==> src/common/scp_map.vh <==
`ifndef SCP_MAP_VH
`define SCP_MAP_VH
`define SCP_WORD_BITS     32
`define SCP_CTRL_LSB      0
`define SCP_CTRL_MSB      3
`define SCP_LATCH_COUNT   4
`define SCP_LATCH_RESET   32'h00000000
`define SCP_RB_BITS       16
`define SCP_RB_SEL_LSB    4
`define SCP_RB_SEL_MSB    5
`define SCP_RB_READ_CTRL  4'hF
`endif

==> src/hdl/scp_serial_config_port.v <==
`timescale 1ns/100ps
`default_nettype none
`include "scp_map.vh"
module scp_serial_config_port #(
  parameter WORD_BITS = `SCP_WORD_BITS,
  parameter RB_BITS   = `SCP_RB_BITS
) (
  input  wire                         clk_in,
  input  wire                         nrst_in,
  input  wire                         chip_enable_in,
  input  wire                         serial_clock_in,
  input  wire                         serial_write_in,
  input  wire                         latch_load_strobe_in,
  output reg                          serial_readback_out,
  input  wire [4*RB_BITS-1:0]         readback_values_in,
  output wire                         power_down_out,
  output wire [4*WORD_BITS-1:0]       latch_words_out,
  output wire [3:0]                   latch_valid_out,
  output wire                         filter_inphase_test_out,
  output wire                         filter_inphase_test_oe_n_out,
  output wire                         filter_quadrature_test_out,
  output wire                         filter_quadrature_test_oe_n_out
);
  wire       ce_s;
  wire       sck_s;
  wire       sdi_s;
  wire       sle_s;
  reg        sck_q;
  reg        sle_q;
  reg [WORD_BITS-1:0] shift_q;
  reg [1:0]  rb_state_q;
  reg [1:0]  rb_state_d;
  reg [RB_BITS-1:0] rb_shift_q;
  reg [RB_BITS-1:0] rb_shift_d;
  reg [RB_BITS-1:0] rb_left_q;
  reg [RB_BITS-1:0] rb_left_d;
  reg        rb_bit_d;
  wire       sck_rise;
  wire       sck_fall;
  wire       sle_rise;
  wire [3:0] ctrl;
  wire [31:0] ctrl_wide;
  wire       rb_load;
  wire [1:0] rb_sel;
  wire       ce_off;

  scp_sync #(
    .WIDTH (4)
  ) u_sync (
    .clk_in   (clk_in),
    .nrst_in  (nrst_in),
    .async_in ({chip_enable_in, serial_clock_in,
                serial_write_in, latch_load_strobe_in}),
    .sync_out ({ce_s, sck_s, sdi_s, sle_s})
  );

  assign ce_off   = ~ce_s;
  assign power_down_out = ce_off;
  assign sck_rise = sck_s & ~sck_q;
  assign sck_fall = ~sck_s & sck_q;
  assign sle_rise = sle_s & ~sle_q;
  assign ctrl     = shift_q[`SCP_CTRL_MSB:`SCP_CTRL_LSB];
  assign ctrl_wide = {28'h0000000, ctrl};
  assign rb_load  = sle_rise && (ctrl == `SCP_RB_READ_CTRL);
  assign rb_sel   = shift_q[`SCP_RB_SEL_MSB:`SCP_RB_SEL_LSB];

  always @(posedge clk_in or negedge nrst_in) begin
    if (!nrst_in) begin
      sck_q <= 1'b0;
      sle_q <= 1'b0;
    end else begin
      sck_q <= sck_s;
      sle_q <= sle_s;
    end
  end

  // shifting is ignored while powered down; host must start a fresh word
  always @(posedge clk_in or negedge nrst_in) begin
    if (!nrst_in) begin
      shift_q <= {WORD_BITS{1'b0}};
    end else if (ce_off) begin
      shift_q <= {WORD_BITS{1'b0}};
    end else if (sck_rise) begin
      shift_q <= {shift_q[WORD_BITS-2:0], sdi_s};
    end
  end

  // a control code of 0..3 selects a latch; other codes leave latches alone
  genvar gi;
  generate
    for (gi = 0; gi < `SCP_LATCH_COUNT; gi = gi + 1) begin : g_latch
      reg [WORD_BITS-1:0] word_q;
      reg                 valid_q;
      always @(posedge clk_in or negedge nrst_in) begin
        if (!nrst_in) begin
          word_q  <= `SCP_LATCH_RESET;
          valid_q <= 1'b0;
        end else if (ce_off) begin
          word_q  <= `SCP_LATCH_RESET;
          valid_q <= 1'b0;
        end else if (sle_rise && (ctrl_wide == gi)) begin
          word_q  <= shift_q;
          valid_q <= 1'b1;
        end
      end
      assign latch_words_out[gi*WORD_BITS +: WORD_BITS] = word_q;
      assign latch_valid_out[gi] = valid_q;
    end
  endgenerate

  // readback: a read-code strobe captures one value, later serial clock
  // rises send it MSB first; the pin goes low on the first rise after the last bit
  localparam [1:0] RB_IDLE  = 2'b00;
  localparam [1:0] RB_SHIFT = 2'b01;
  localparam [1:0] RB_DONE  = 2'b10;

  always @* begin
    rb_state_d = rb_state_q;
    rb_shift_d = rb_shift_q;
    rb_left_d  = rb_left_q;
    rb_bit_d   = serial_readback_out;
    if (rb_load) begin
      rb_state_d = RB_SHIFT;
      rb_shift_d = readback_values_in[rb_sel*RB_BITS +: RB_BITS];
      rb_left_d  = {RB_BITS{1'b1}};
    end else begin
      case (rb_state_q)
        RB_IDLE: begin
          rb_state_d = RB_IDLE;
        end
        RB_SHIFT: begin
          if (sle_rise) begin
            rb_state_d = RB_IDLE;
          end else if (sck_rise) begin
            rb_bit_d   = rb_shift_q[RB_BITS-1];
            rb_shift_d = {rb_shift_q[RB_BITS-2:0], 1'b0};
            rb_left_d  = {rb_left_q[RB_BITS-2:0], 1'b0};
            if (rb_left_q[RB_BITS-2:0] == {(RB_BITS-1){1'b0}}) begin
              rb_state_d = RB_DONE;
            end
          end
        end
        RB_DONE: begin
          // host may clock past the word: nothing stale leaves the pin
          if (sle_rise) begin
            rb_state_d = RB_IDLE;
          end else if (sck_rise) begin
            rb_bit_d = 1'b0;
          end
        end
        default: begin
          rb_state_d = RB_IDLE;
        end
      endcase
    end
  end

  // power-down wipes a half-sent readback as well
  always @(posedge clk_in or negedge nrst_in) begin
    if (!nrst_in) begin
      rb_state_q          <= RB_IDLE;
      rb_shift_q          <= {RB_BITS{1'b0}};
      rb_left_q           <= {RB_BITS{1'b0}};
      serial_readback_out <= 1'b0;
    end else if (ce_off) begin
      rb_state_q          <= RB_IDLE;
      rb_shift_q          <= {RB_BITS{1'b0}};
      rb_left_q           <= {RB_BITS{1'b0}};
      serial_readback_out <= 1'b0;
    end else begin
      rb_state_q          <= rb_state_d;
      rb_shift_q          <= rb_shift_d;
      rb_left_q           <= rb_left_d;
      serial_readback_out <= rb_bit_d;
    end
  end

  // test pins never driven: enable stays inactive (high)
  assign filter_inphase_test_out         = 1'b0;
  assign filter_inphase_test_oe_n_out    = 1'b1;
  assign filter_quadrature_test_out      = 1'b0;
  assign filter_quadrature_test_oe_n_out = 1'b1;
endmodule
`default_nettype wire

==> src/hdl/scp_sync.v <==
`timescale 1ns/100ps
`default_nettype none
// two-flop level synchroniser, two stages per bit
module scp_sync #(
  parameter WIDTH = 1
) (
  input  wire             clk_in,
  input  wire             nrst_in,
  input  wire [WIDTH-1:0] async_in,
  output wire [WIDTH-1:0] sync_out
);
  reg [WIDTH-1:0] meta_q;
  reg [WIDTH-1:0] sync_q;
  always @(posedge clk_in or negedge nrst_in) begin
    if (!nrst_in) begin
      meta_q <= {WIDTH{1'b0}};
      sync_q <= {WIDTH{1'b0}};
    end else begin
      meta_q <= async_in;
      sync_q <= meta_q;
    end
  end
  assign sync_out = sync_q;
endmodule
`default_nettype wire

==> config.mk <==
export PLATFORM = sky130hd
export DESIGN_NAME = scp_serial_config_port
export DESIGN_NICKNAME = d
export VERILOG_FILES = /design/src/hdl/scp_serial_config_port.v /design/src/hdl/scp_sync.v
export VERILOG_INCLUDE_DIRS = /design/src /design/src/common
export SDC_FILE = /design/constraint.sdc
export NUM_CORES = 1
export LEC_CHECK = 0
export BUFFER_PORTS_ARGS = -buffer_cell sky130_fd_sc_hd__buf_2
export CORE_MARGIN = 1
export CORE_UTILIZATION = 47
export CTS_CLUSTER_SIZE = 24
export DETAILED_ROUTE_END_ITERATION = 8
export PLACE_DENSITY_LB_ADDON = 0.3
export SYNTH_ARGS = -nofsm -noshare
export SYNTH_HDL_FRONTEND = slang
export SYNTH_SLANG_ARGS = --single-unit
==> constraint.sdc <==
create_clock -name clk_in -period 5.4 [get_ports clk_in]
set_input_delay 1.08 -clock clk_in [delete_from_list [all_inputs] [get_ports clk_in]]
set_output_delay 1.08 -clock clk_in [all_outputs]
set_load 0.03 [all_outputs]
Word level (Yosys, flattened, before mapping)
Cells that the tools add are included.

word-level totals
  register bits after elaboration = 208
  latch bits = 0
  memory bits (writable) = 0
  ROM bits = 0
  input bits = 70
  output and inout port bits = 138
  logic and storage cells = 98
  memories kept = 0

cells by class
  $add $sub $neg = 0
  multiply operators = 0
  div/mod/pow operators = 0
  $lt $le $gt $ge = 0
  eq/ne operators = 23
  shift operators = 1
  muxes and demuxes = 42
  bitwise operators = 5
  reduce and logical (&&, ||, !) cells = 10

operators with widths
  kind                                                                    number
  32-bit two-way mux                                                      10
  16-bit two-way mux                                                      5
  15-bit two-way mux                                                      5
  64-bit by 7-bit variable part select with 16-bit output                 1
  32-bit logical NOT                                                      1
  3-bit != test (second input constant)                                   8
  15-bit logical NOT                                                      1
  1-bit two-way mux                                                       14
  2-bit two-way mux                                                       6
  2-bit != test (second input constant)                                   6
  5-bit != test (second input constant)                                   2
  4-bit by 2-bit equality test with 1-bit output (second input constant)  2
  3-bit AND reduction                                                     2
  6-bit AND reduction                                                     1
  1-bit logical AND                                                       5
  4-bit by 1-bit equality test with 1-bit output (second input constant)  1
  4-bit equality test (second input constant)                             1
  4-bit != test (second input constant)                                   1
  2-bit case mux with 2 select lines                                      1
  1-bit NOT                                                               3
  1-bit bitwise AND                                                       2
  2-bit by 1-bit equality test with 1-bit output (second input constant)  1
  2-bit equality test (second input constant)                             1
  1-bit case mux with 2 select lines                                      1

Depth between registers and ports, before layout
Gate-level depths: netlist of run 1.

  depth in word-level cells = 7
  gate-level depth with buffers = 6

Modules after synthesis
A second synthesis of run 1 with hierarchy kept.

unflattened totals
  cells, all modules = 877
  area, all modules = 8655.8 µm²

modules (own cells, without submodules)
  module                  instances  cells each  area each (µm²)  seq. area each (µm²)
  scp_serial_config_port  1          869         8455.6           5004.8
  scp_sync                1          8           200.2            200.2

Worst setup path after synthesis of run 1
OpenSTA, ideal clock, no wires.

  kind = flip-flop to output port
  start = register u_sync.sync_q[3], in the netlist u_sync.sync_out[3]
  end = output port power_down_out
  arrival time = 0.975 ns
  setup slack = 3.345 ns
  cell stages (with the launch flop) = 3
  path buffers = 1
  path through = dfrtp_1 inv_2 clkbuf_1

on the way
  longest elaborated chain between the ends = 1

ends and longest elaborated chain
  what                      line                         text
  start: declaration        scp_sync.v:13                reg [WIDTH-1:0] sync_q;
  start signal: assignment  scp_sync.v:17                sync_q <= {WIDTH{1'b0}};
  start signal: assignment  scp_sync.v:20                sync_q <= meta_q;
  1-bit NOT                 scp_serial_config_port.v:57  assign ce_off = ~ce_s;
  end: declaration          scp_serial_config_port.v:16  output wire power_down_out,

Every way passes these cells.

Final worst setup path of run 1
Same ends and word-level chain as after synthesis.

==> results of run 1 <==
## per-layer routing
metal | track usage, % | up-vias | wire (um)
met5 | 0 | - | 0
met4 | 7.13 | 0 | 505
met3 | 5.00 | 44 | 1470
met2 | 37.1 | 207 | 10300
met1 | 33.1 | 3423 | 9490
li1 | - | 3249 | -
## power by group through the flow
| stage | Clock, uW | Sequential [uW] | Combinational (uW) |
|---|---|---|---|
| final | 1500 | 1570 | 125 |
| after global routing | 1580 | 1570 | 141 |
| after CTS | 1520 | 1570 | 129 |
| after detailed placement | 0 | 1600 | 129 |
| after global placement | 0 | 1600 | 127 |
| after floorplan | 0 | 1600 | 62.6 |
## synth_stat cells (all sizes together) (3+ instances only)
| library cell | number |
|---|---|
| nand2 | 292 |
| dfrtp | 208 |
| a21oi | 176 |
| clkbuf | 48 |
| buf | 29 |
| mux2i | 29 |
| nor2 | 17 |
| mux4 | 16 |
| o21ai | 15 |
| and3 | 13 |
| nand3 | 5 |
| inv | 3 |
| nand3b | 3 |
| nor4 | 3 |
## sequential cells by signal, summed over array words and instances, names as in the netlist
signal and count:
shift_q 32, g_latch.valid_q 4, u_sync.meta_q 4, serial_readback_out 1
u_sync.sync_out 4, g_latch.word_q 128, sck_q 1, rb_state_q 2
sle_q 1, rb_left_q 15, rb_shift_q 16
## area by class of cell
type	count	area (um2)	area share [%]
multi-input combinational	592	3120	29.7
clock inverter	6	60.1	0.573
sequential	208	5200	49.6
timing repair buffer	217	1130	10.8
inverter	3	16.3	0.155
clock buffer	34	667	6.36
tap	229	287	2.73
## logic make-up (layout without fill, tap and decap cells)
family	count (synthesis)	after routing	share of synthesized area (%)
flip-flops	208	208	60.1
buffers and inverters	80	260	4.23
other	2	4	0.0867
adder cells (fa/ha/maj)	2	2	0.289
AND/OR/NAND/NOR	345	345	16.3
AO/OA/AOI/OAI	196	196	11.5
multiplexers	45	45	7.51
## stage by stage
step                utilization [%]  hold WS, ps  std cells  total power (uW)
finish                         58.2          348       1289              3200
global route                   58.2          348       1289              3290
CTS                            58.2          349       1289              3220
detailed placement             54.1          340       1249              1730
global placement               54.1          334       1249              1730
floorplan                         -          331        880              1660
## critical path, stage by stage (launching register included)
cell,delay [ps]
dfrtp_1,940
inv_6,410
buf_2,310
## path summary, 6_finish.rpt
check | to | slack (ps) | cells past startpoint
hold / removal | u_sync.sync_out[2] | 350 | 0
hold reg to reg | u_sync.sync_out[2] | 350 | 0
setup reg to reg | rb_left_q[7] | 2740 | 4
min in group asynchronous | g_latch[0].word_q[17] | 670 | 1
max in group asynchronous | shift_q[6] | 3470 | 2
setup / recovery | power_down_out | 2130 | 2
==> results.json, run 1 <==
{
  "outcome": "finished clean",
  "antenna_found_initial": 0,
  "boundaryPins": 208,
  "hpwl_mm": 13.5,
  "final_common_cell": "nand2_1",
  "tritoncts": "built",
  "port_buffers": 203,
  "die_w_um": 138,
  "layout_common_cells": "nand2_1 (292), dfrtp_1 (208), buf_2 (202)",
  "required_ps": 4320,
  "synth.area.top_cells": "dfrtp_1 (60%), nand2_1 (13%), a21oi_1 (10%), mux4_2 (4.2%), mux2i_1 (3.4%)",
  "power_density_mw_per_mm2": 305,
  "grt_usage_pct": 23.7,
  "avgSynthCellArea_um2": 9.87,
  "worstSetupStartpoint": "u_sync.sync_out[3]",
  "n_antenna_cell": 0,
  "synth_cells": 878,
  "synth_edf_count": 0,
  "drive_gt1_share_pct": 25.7,
  "setup_viol": 0,
  "std_cell_rows": 49,
  "hold_viol": 0,
  "cts_max_level": 1,
  "nNetsFinal": 1116,
  "relSlewSlack_pct": 33.6,
  "cts_resized": 0,
  "switching_share_pct": 21.9,
  "drtIter0Drc": 472,
  "overflow": 0,
  "hp-start": "u_sync.meta_q[2]",
  "synth_seq_cells": 208,
  "coreArea_mm2": 0.0180,
  "r2r_start": "u_sync.sync_out[2]",
  "clkLatencyLatePin_ps": 490,
  "start_util_pct": 48.1,
  "combPwrFrac_pct": 3.9,
  "crit_path_start_kind": "flip-flop",
  "clk_pin_slew_ps": 60,
  "clock-root-buffer": "clkbuf_16",
  "dr_total_vias": 6923,
  "slew_violations": 0,
  "fin_area_mm2": 0.0105,
  "p_switching_uw": 702,
  "p_int_uw": 2500,
  "grt_pass1_vias": 6653,
  "worst-setup-path-type": "reg -> out",
  "yosys.area.top_type": "dfrtp_1",
  "numCtsBuffers": 22,
  "antenna_left": 0,
  "worst_slew_pin_slew_ps": 995,
  "clk_path_buf_depth": 3,
  "drt_pass1_iterations": 8,
  "rsz0062_at_grt": "false",
  "synth.top_cell.area_share_pct": 60.1,
  "grt_pass1_wl_mm": 35.0,
  "finClkSkew_ps": 10.0,
  "yosysUniqueCellTypes": 34,
  "dieArea_mm2": 0.0190,
  "ys.flop_type": "dfrtp_1",
  "synth-async-reset-ratio_pct": 100,
  "tns_ps": 0,
  "cp.arrival_ps": 2190,
  "endpoint_kind": "output port",
  "syn_to_final_growth_pct": 21.0,
  "via_per_inst": 5.37,
  "die_h_um": 138,
  "pre_cts_slack_ps": 2640,
  "syn_area_mm2": 0.00866,
  "hold_class": "reg -> reg",
  "grt_start_max_net_pins": 133,
  "drc": 0,
  "cts.sinks": 208,
  "p_leak_uw": 0.00523,
  "cts_setup_buffers": 0,
  "yosys_warnings": 0,
  "cp_max_fo": 79,
  "maxCapViolCount": 0,
  "max-vdd-ir-drop_mv": 0.230,
  "fmax_mhz": 306,
  "place_congestion": 0.751,
  "setup_ws_ps": 2130,
  "placed_area_mm2": 0.00976,
  "final_period_minus_worst_setup_slack_ps": 3270,
  "drt_wl_total_mm": 21.8,
  "seqPwrFrac_pct": 49.1,
  "wl_per_cell_um": 16.9,
  "period_share_pct": 60.6,
  "ys_seq_area_share_pct": 60.1,
  "clkPwrFrac_pct": 47.0,
  "fillers": 1572,
  "hold_buffers": 0
}
No activity file was read; power rests on OpenSTA's default activity.
==> run 2, diff against run 1 <==
==> constraint.sdc (replaced) <==
create_clock -name clk_in -period 3.01 [get_ports clk_in]
set_input_delay 0.602 -clock clk_in [delete_from_list [all_inputs] [get_ports clk_in]]
set_output_delay 0.602 -clock clk_in [all_outputs]
set_load 0.03 [all_outputs]
==> run 2 against run 1 <==
Compared with the run above: die area did not move; global-route usage up 0.12 points; largest power group unchanged; critical path depth unchanged; first-iteration DRC count up 23%; worst hold slack worse by 280 ps; utilization grew 0.35 points; non-clock buffer count up 10; cell count grew 0.47%.
==> results.json, run 2 (synthesis results as in run 1) <==
{
  "outcome": "finished clean",
  "n_antenna_cell": 0,
  "path_depth": 2,
  "wl_per_cell_um": 16.8,
  "drt_wl_total_mm": 21.7,
  "tritoncts": "built",
  "dr_total_vias": 6882,
  "worst-setup-path-type": "reg -> out",
  "cp.arrival_ps": 1570,
  "syn_to_final_growth_pct": 21.7,
  "cpPeakStageDelay_ps": 420,
  "clk_path_buf_depth": 3,
  "drive_gt1_share_pct": 26.3,
  "hold_viol": 0,
  "final_common_cell": "nand2_1",
  "fillers": 1565,
  "clk_pin_slew_ps": 60,
  "path_cells": "inv_6 -> buf_2",
  "boundaryPins": 208,
  "cts_resized": 0,
  "critPathSlowestCell": "dfrtp_1",
  "die_w_um": 138,
  "required_ps": 2410,
  "cts.sinks": 208,
  "dieArea_mm2": 0.0190,
  "layout_common_cells": "nand2_1 (292), dfrtp_1 (208), buf_2 (202)",
  "via_per_inst": 5.31,
  "fin_area_mm2": 0.0105,
  "finClkSkew_ps": 11.6,
  "nNetsFinal": 1126,
  "placed_area_mm2": 0.00986,
  "drc": 0,
  "maxCapViolCount": 0,
  "period_share_pct": 72.1,
  "setup_viol": 0,
  "cpLargestDelayFamily": "buffers and inverters",
  "hold_buffers": 0,
  "max-vdd-ir-drop_mv": 0.402,
  "drt_pass1_iterations": 5,
  "coreArea_mm2": 0.0180,
  "hpwl_mm": 14.1,
  "rr_worst_depth": 4,
  "fmax_mhz": 461,
  "grt_usage_pct": 23.8,
  "grt_start_max_net_pins": 71,
  "die_h_um": 138,
  "grt_pass1_wl_mm": 35.2,
  "tns_ps": 0,
  "cts_setup_buffers": 0,
  "start_util_pct": 48.1,
  "top_register": "g_latch.word_q",
  "slew_violations": 0,
  "largest_reg_flops": 128,
  "hold_class": "in -> async",
  "crit_path_start_kind": "flip-flop",
  "numCtsBuffers": 22,
  "cts_max_level": 1,
  "relSlewSlack_pct": 26.0,
  "std_cell_rows": 49,
  "cp_max_fo": 59,
  "endpoint_kind": "output port",
  "place_congestion": 0.762,
  "antenna_left": 0,
  "clock-root-buffer": "clkbuf_16",
  "overflow": 0,
  "clkLatencyLatePin_ps": 500,
  "p_leak_uw": 0.00526,
  "reg_top3": "g_latch.word_q (128), shift_q (32), rb_shift_q (16)",
  "port_buffers": 203,
  "drtIter0Drc": 579,
  "final_period_minus_worst_setup_slack_ps": 2170,
  "cp_num_buf_inv": 2,
  "power_density_mw_per_mm2": 537,
  "hold_slack_ps": 70.1,
  "rsz0062_at_grt": "false",
  "antenna_found_initial": 1,
  "worst_slew_pin_slew_ps": 1110,
  "grt_pass1_vias": 6653
}
## run 2: cell count changes in the layout (fill, tap and decap cells not counted), sizes merged
| cell | previous run | this run |
|---|---|---|
| buf | 217 | 227 |
| clkbuf | 34 | 29 |
| inv | 3 | 4 |
| clkinvlp | 2 | 3 |
| clkinv | 3 | 2 |
## run 2: cell type report
| class | count | area (um2) | area share [%] |
|---|---|---|---|
| Sequential cell | 208 | 5200 | 49.3 |
| Multi-Input combinational cell | 592 | 3120 | 29.6 |
| Timing Repair Buffer | 227 | 1230 | 11.7 |
| Clock buffer | 29 | 618 | 5.86 |
| Tap cell | 229 | 287 | 2.72 |
| Clock inverter | 7 | 71.3 | 0.676 |
| Inverter | 3 | 16.3 | 0.154 |
## run 2: power breakdown
group	internal (uW)	leakage [uW]	switching, uW
Combinational	72.3	0.00205	169
Clock	1530	0.000329	1080
Sequential	2810	0.00288	7.84
Total	4410	0.00526	1250
## run 2: per-layer routing
layer  vias up  global-route usage, %  wire length, um  part of all wire [%]
li1       3266                      -                -                     -
met1      3398                   34.2             9730                    45
met2       191                   36.6            10100                    47
met3        27                   5.37             1440                   6.6
met4         0                   5.74              415                   1.9
met5         -                      0                0                     0
## run 2: final timing paths
check,from,endpoint,slack [ps]
worst max-delay path,u_sync.sync_out[3],power_down_out,840
min in group clk_in,serial_write_in,u_sync.meta_q[1],210
worst max register to register,shift_q[0],rb_left_q[9],910
worst min-delay path,nrst_in,g_latch[0].word_q[17],70
max in group asynchronous,nrst_in,rb_left_q[7],2190
worst min register to register,u_sync.meta_q[3],u_sync.sync_out[3],350
## run 2: metrics by stage
step	util [%]	setup WS [ps]	total power (uW)	cells
4_1_cts	58.5	823	5710	1295
3_5_place_dp	54.7	918	3110	1259
5_1_grt	58.5	726	5850	1295
2_1_floorplan	-	1310	2970	880
6_report	58.5	840	5660	1295
3_3_place_gp	54.7	962	3110	1259
==> run 3, diff against run 2 <==
==> constraint.sdc (replaced) <==
create_clock -name clk_in -period 1.8 [get_ports clk_in]
set_input_delay 0.36 -clock clk_in [delete_from_list [all_inputs] [get_ports clk_in]]
set_output_delay 0.36 -clock clk_in [all_outputs]
set_load 0.03 [all_outputs]
==> run 3 against run 2 <==
Compared with the run above: register-to-register slack worse by 770 ps; global-route usage is essentially flat; via count increased by 2.2%; clock-buffer cell count grew 6; design area grew 3.4%; clock power is 77% higher; first-iteration DRC count down 14%; combinational power grew 87%; critical path depth grew 4; worst hold slack better by 280 ps.
==> results.json, run 3 (synthesis results as in run 1) <==
{
  "outcome": "finished clean",
  "clk_pin_slew_ps": 60,
  "dieArea_mm2": 0.0190,
  "critPathMostFrequentCell": "buf_4",
  "cts_setup_buffers": 0,
  "cp_num_buf_inv": 2,
  "critPathSlowestCell": "dfrtp_1",
  "final_period_minus_worst_setup_slack_ps": 1660,
  "hold_class": "reg -> reg",
  "final_common_cell": "nand2_1",
  "slew_violations": 0,
  "top_register": "g_latch.word_q",
  "antenna_found_initial": 0,
  "period_share_pct": 92.3,
  "grt_start_max_net_pins": 85,
  "largest_reg_flops": 128,
  "grt_util_met2_pct": 35.7,
  "overflow": 0,
  "hold_viol": 0,
  "grt_usage_pct": 23.8,
  "nNetsFinal": 1149,
  "finClkSkew_ps": 6.85,
  "grt_pass1_vias": 6685,
  "fmax_mhz": 602,
  "port_buffers": 203,
  "tns_ps": 0,
  "busiest_layer": "met2",
  "clk_path_buf_depth": 3,
  "drtIter0Drc": 497,
  "start_util_pct": 48.1,
  "die_h_um": 138,
  "use_met3_pct": 5.45,
  "clkLatencyLatePin_ps": 490,
  "max-vdd-ir-drop_mv": 0.694,
  "via_per_inst": 5.33,
  "wl_per_cell_um": 16.5,
  "final_util_pct": 60.5,
  "worst-setup-path-type": "reg -> reg",
  "place_congestion": 0.804,
  "worstHoldPathCells": 0,
  "drc": 0,
  "std_cell_rows": 49,
  "drt_pass1_iterations": 5,
  "numCtsBuffers": 22,
  "cp.arrival_ps": 2070,
  "drive_gt1_share_pct": 27.5,
  "endpoint_kind": "flip-flop",
  "power_density_mw_per_mm2": 897,
  "coreArea_mm2": 0.0180,
  "pre_cts_slack_ps": 147,
  "drt_wl_total_mm": 21.8,
  "tritoncts": "built",
  "boundaryPins": 208,
  "setup_ws_ps": 138,
  "cts.sinks": 208,
  "fillers": 1515,
  "rr_worst_depth": 6,
  "path_depth": 6,
  "rsz0062_at_grt": "false",
  "path_cells": "nor4b_4 -> buf_4 -> nor3b_4 -> buf_4 -> nand2_1 -> a21oi_1",
  "setup_viol": 0,
  "met1_usage_pct": 34.3,
  "reg_top3": "g_latch.word_q (128), shift_q (32), rb_shift_q (16)",
  "cts_max_level": 1,
  "cpLargestDelayFamily": "simple AND/OR/NAND/NOR gates",
  "layout_common_cells": "nand2_1 (292), dfrtp_1 (208), buf_2 (202)",
  "p_leak_uw": 0.00545,
  "grt_pass1_wl_mm": 35.0,
  "dr_total_vias": 7034,
  "antenna_left": 0,
  "crit_path_start_kind": "flip-flop",
  "required_ps": 2210,
  "syn_to_final_growth_pct": 25.8,
  "hpwl_mm": 14.8,
  "maxCapViolCount": 0,
  "clock-root-buffer": "clkbuf_16",
  "n_antenna_cell": 0,
  "cpPeakStageDelay_ps": 420,
  "cp_max_fo": 17,
  "die_w_um": 138
}
-- run 3: timing repair --
item                                   in CTS  in global routing
endpoints found under the hold margin      56                  0
hold buffers                                5                  0
setup endpoints to repair                   0                  1
gates resized for setup                     0                  1
-- run 3: path summary, 6_finish.rpt --
kind,slack (ps),startpoint,to
worst max-delay path,140,shift_q[3],g_latch[0].word_q[15]
worst min-delay path,350,u_sync.meta_q[3],u_sync.sync_out[3]
worst max register to register,140,shift_q[3],g_latch[0].word_q[15]
worst min register to register,350,u_sync.meta_q[3],u_sync.sync_out[3]
max in group asynchronous,740,nrst_in,g_latch[2].word_q[2]
min in group asynchronous,400,nrst_in,g_latch[0].word_q[17]
-- run 3: cell type report --
type	instances	area [um2]	area share, %
inverters	3	16.3	0.149
flip-flops and latches	208	5200	47.7
multi-input cells	592	3120	28.7
well taps	229	287	2.63
clock inverters	3	65.1	0.597
clock buffers	35	691	6.33
repair buffers	250	1520	13.9
-- run 3: report_power, final --
group          internal (uW)  switching [uW]  leakage (uW)  total (uW)
registers               4690            11.3       0.00288        4700
logic                    158             292       0.00220         450
clock network           2900            1730      0.000372        4630
-- run 3: stage by stage --
stage	cells	hold WS, ps	total power, uW	instance area, um2
2_1_floorplan	880	64.4	4970	8670
3_3_place_gp	1277	332	5230	10100
3_5_place_dp	1277	329	5240	10100
4_1_cts	1320	348	9880	10900
5_1_grt	1320	361	10100	10900
6_report	1320	349	9780	10900
-- run 3: metal layers --
layer,vias up,wire length [um]
met5,-,0
li1,3325,-
met1,3457,9600
met2,218,10000
met3,34,1610
met4,0,546
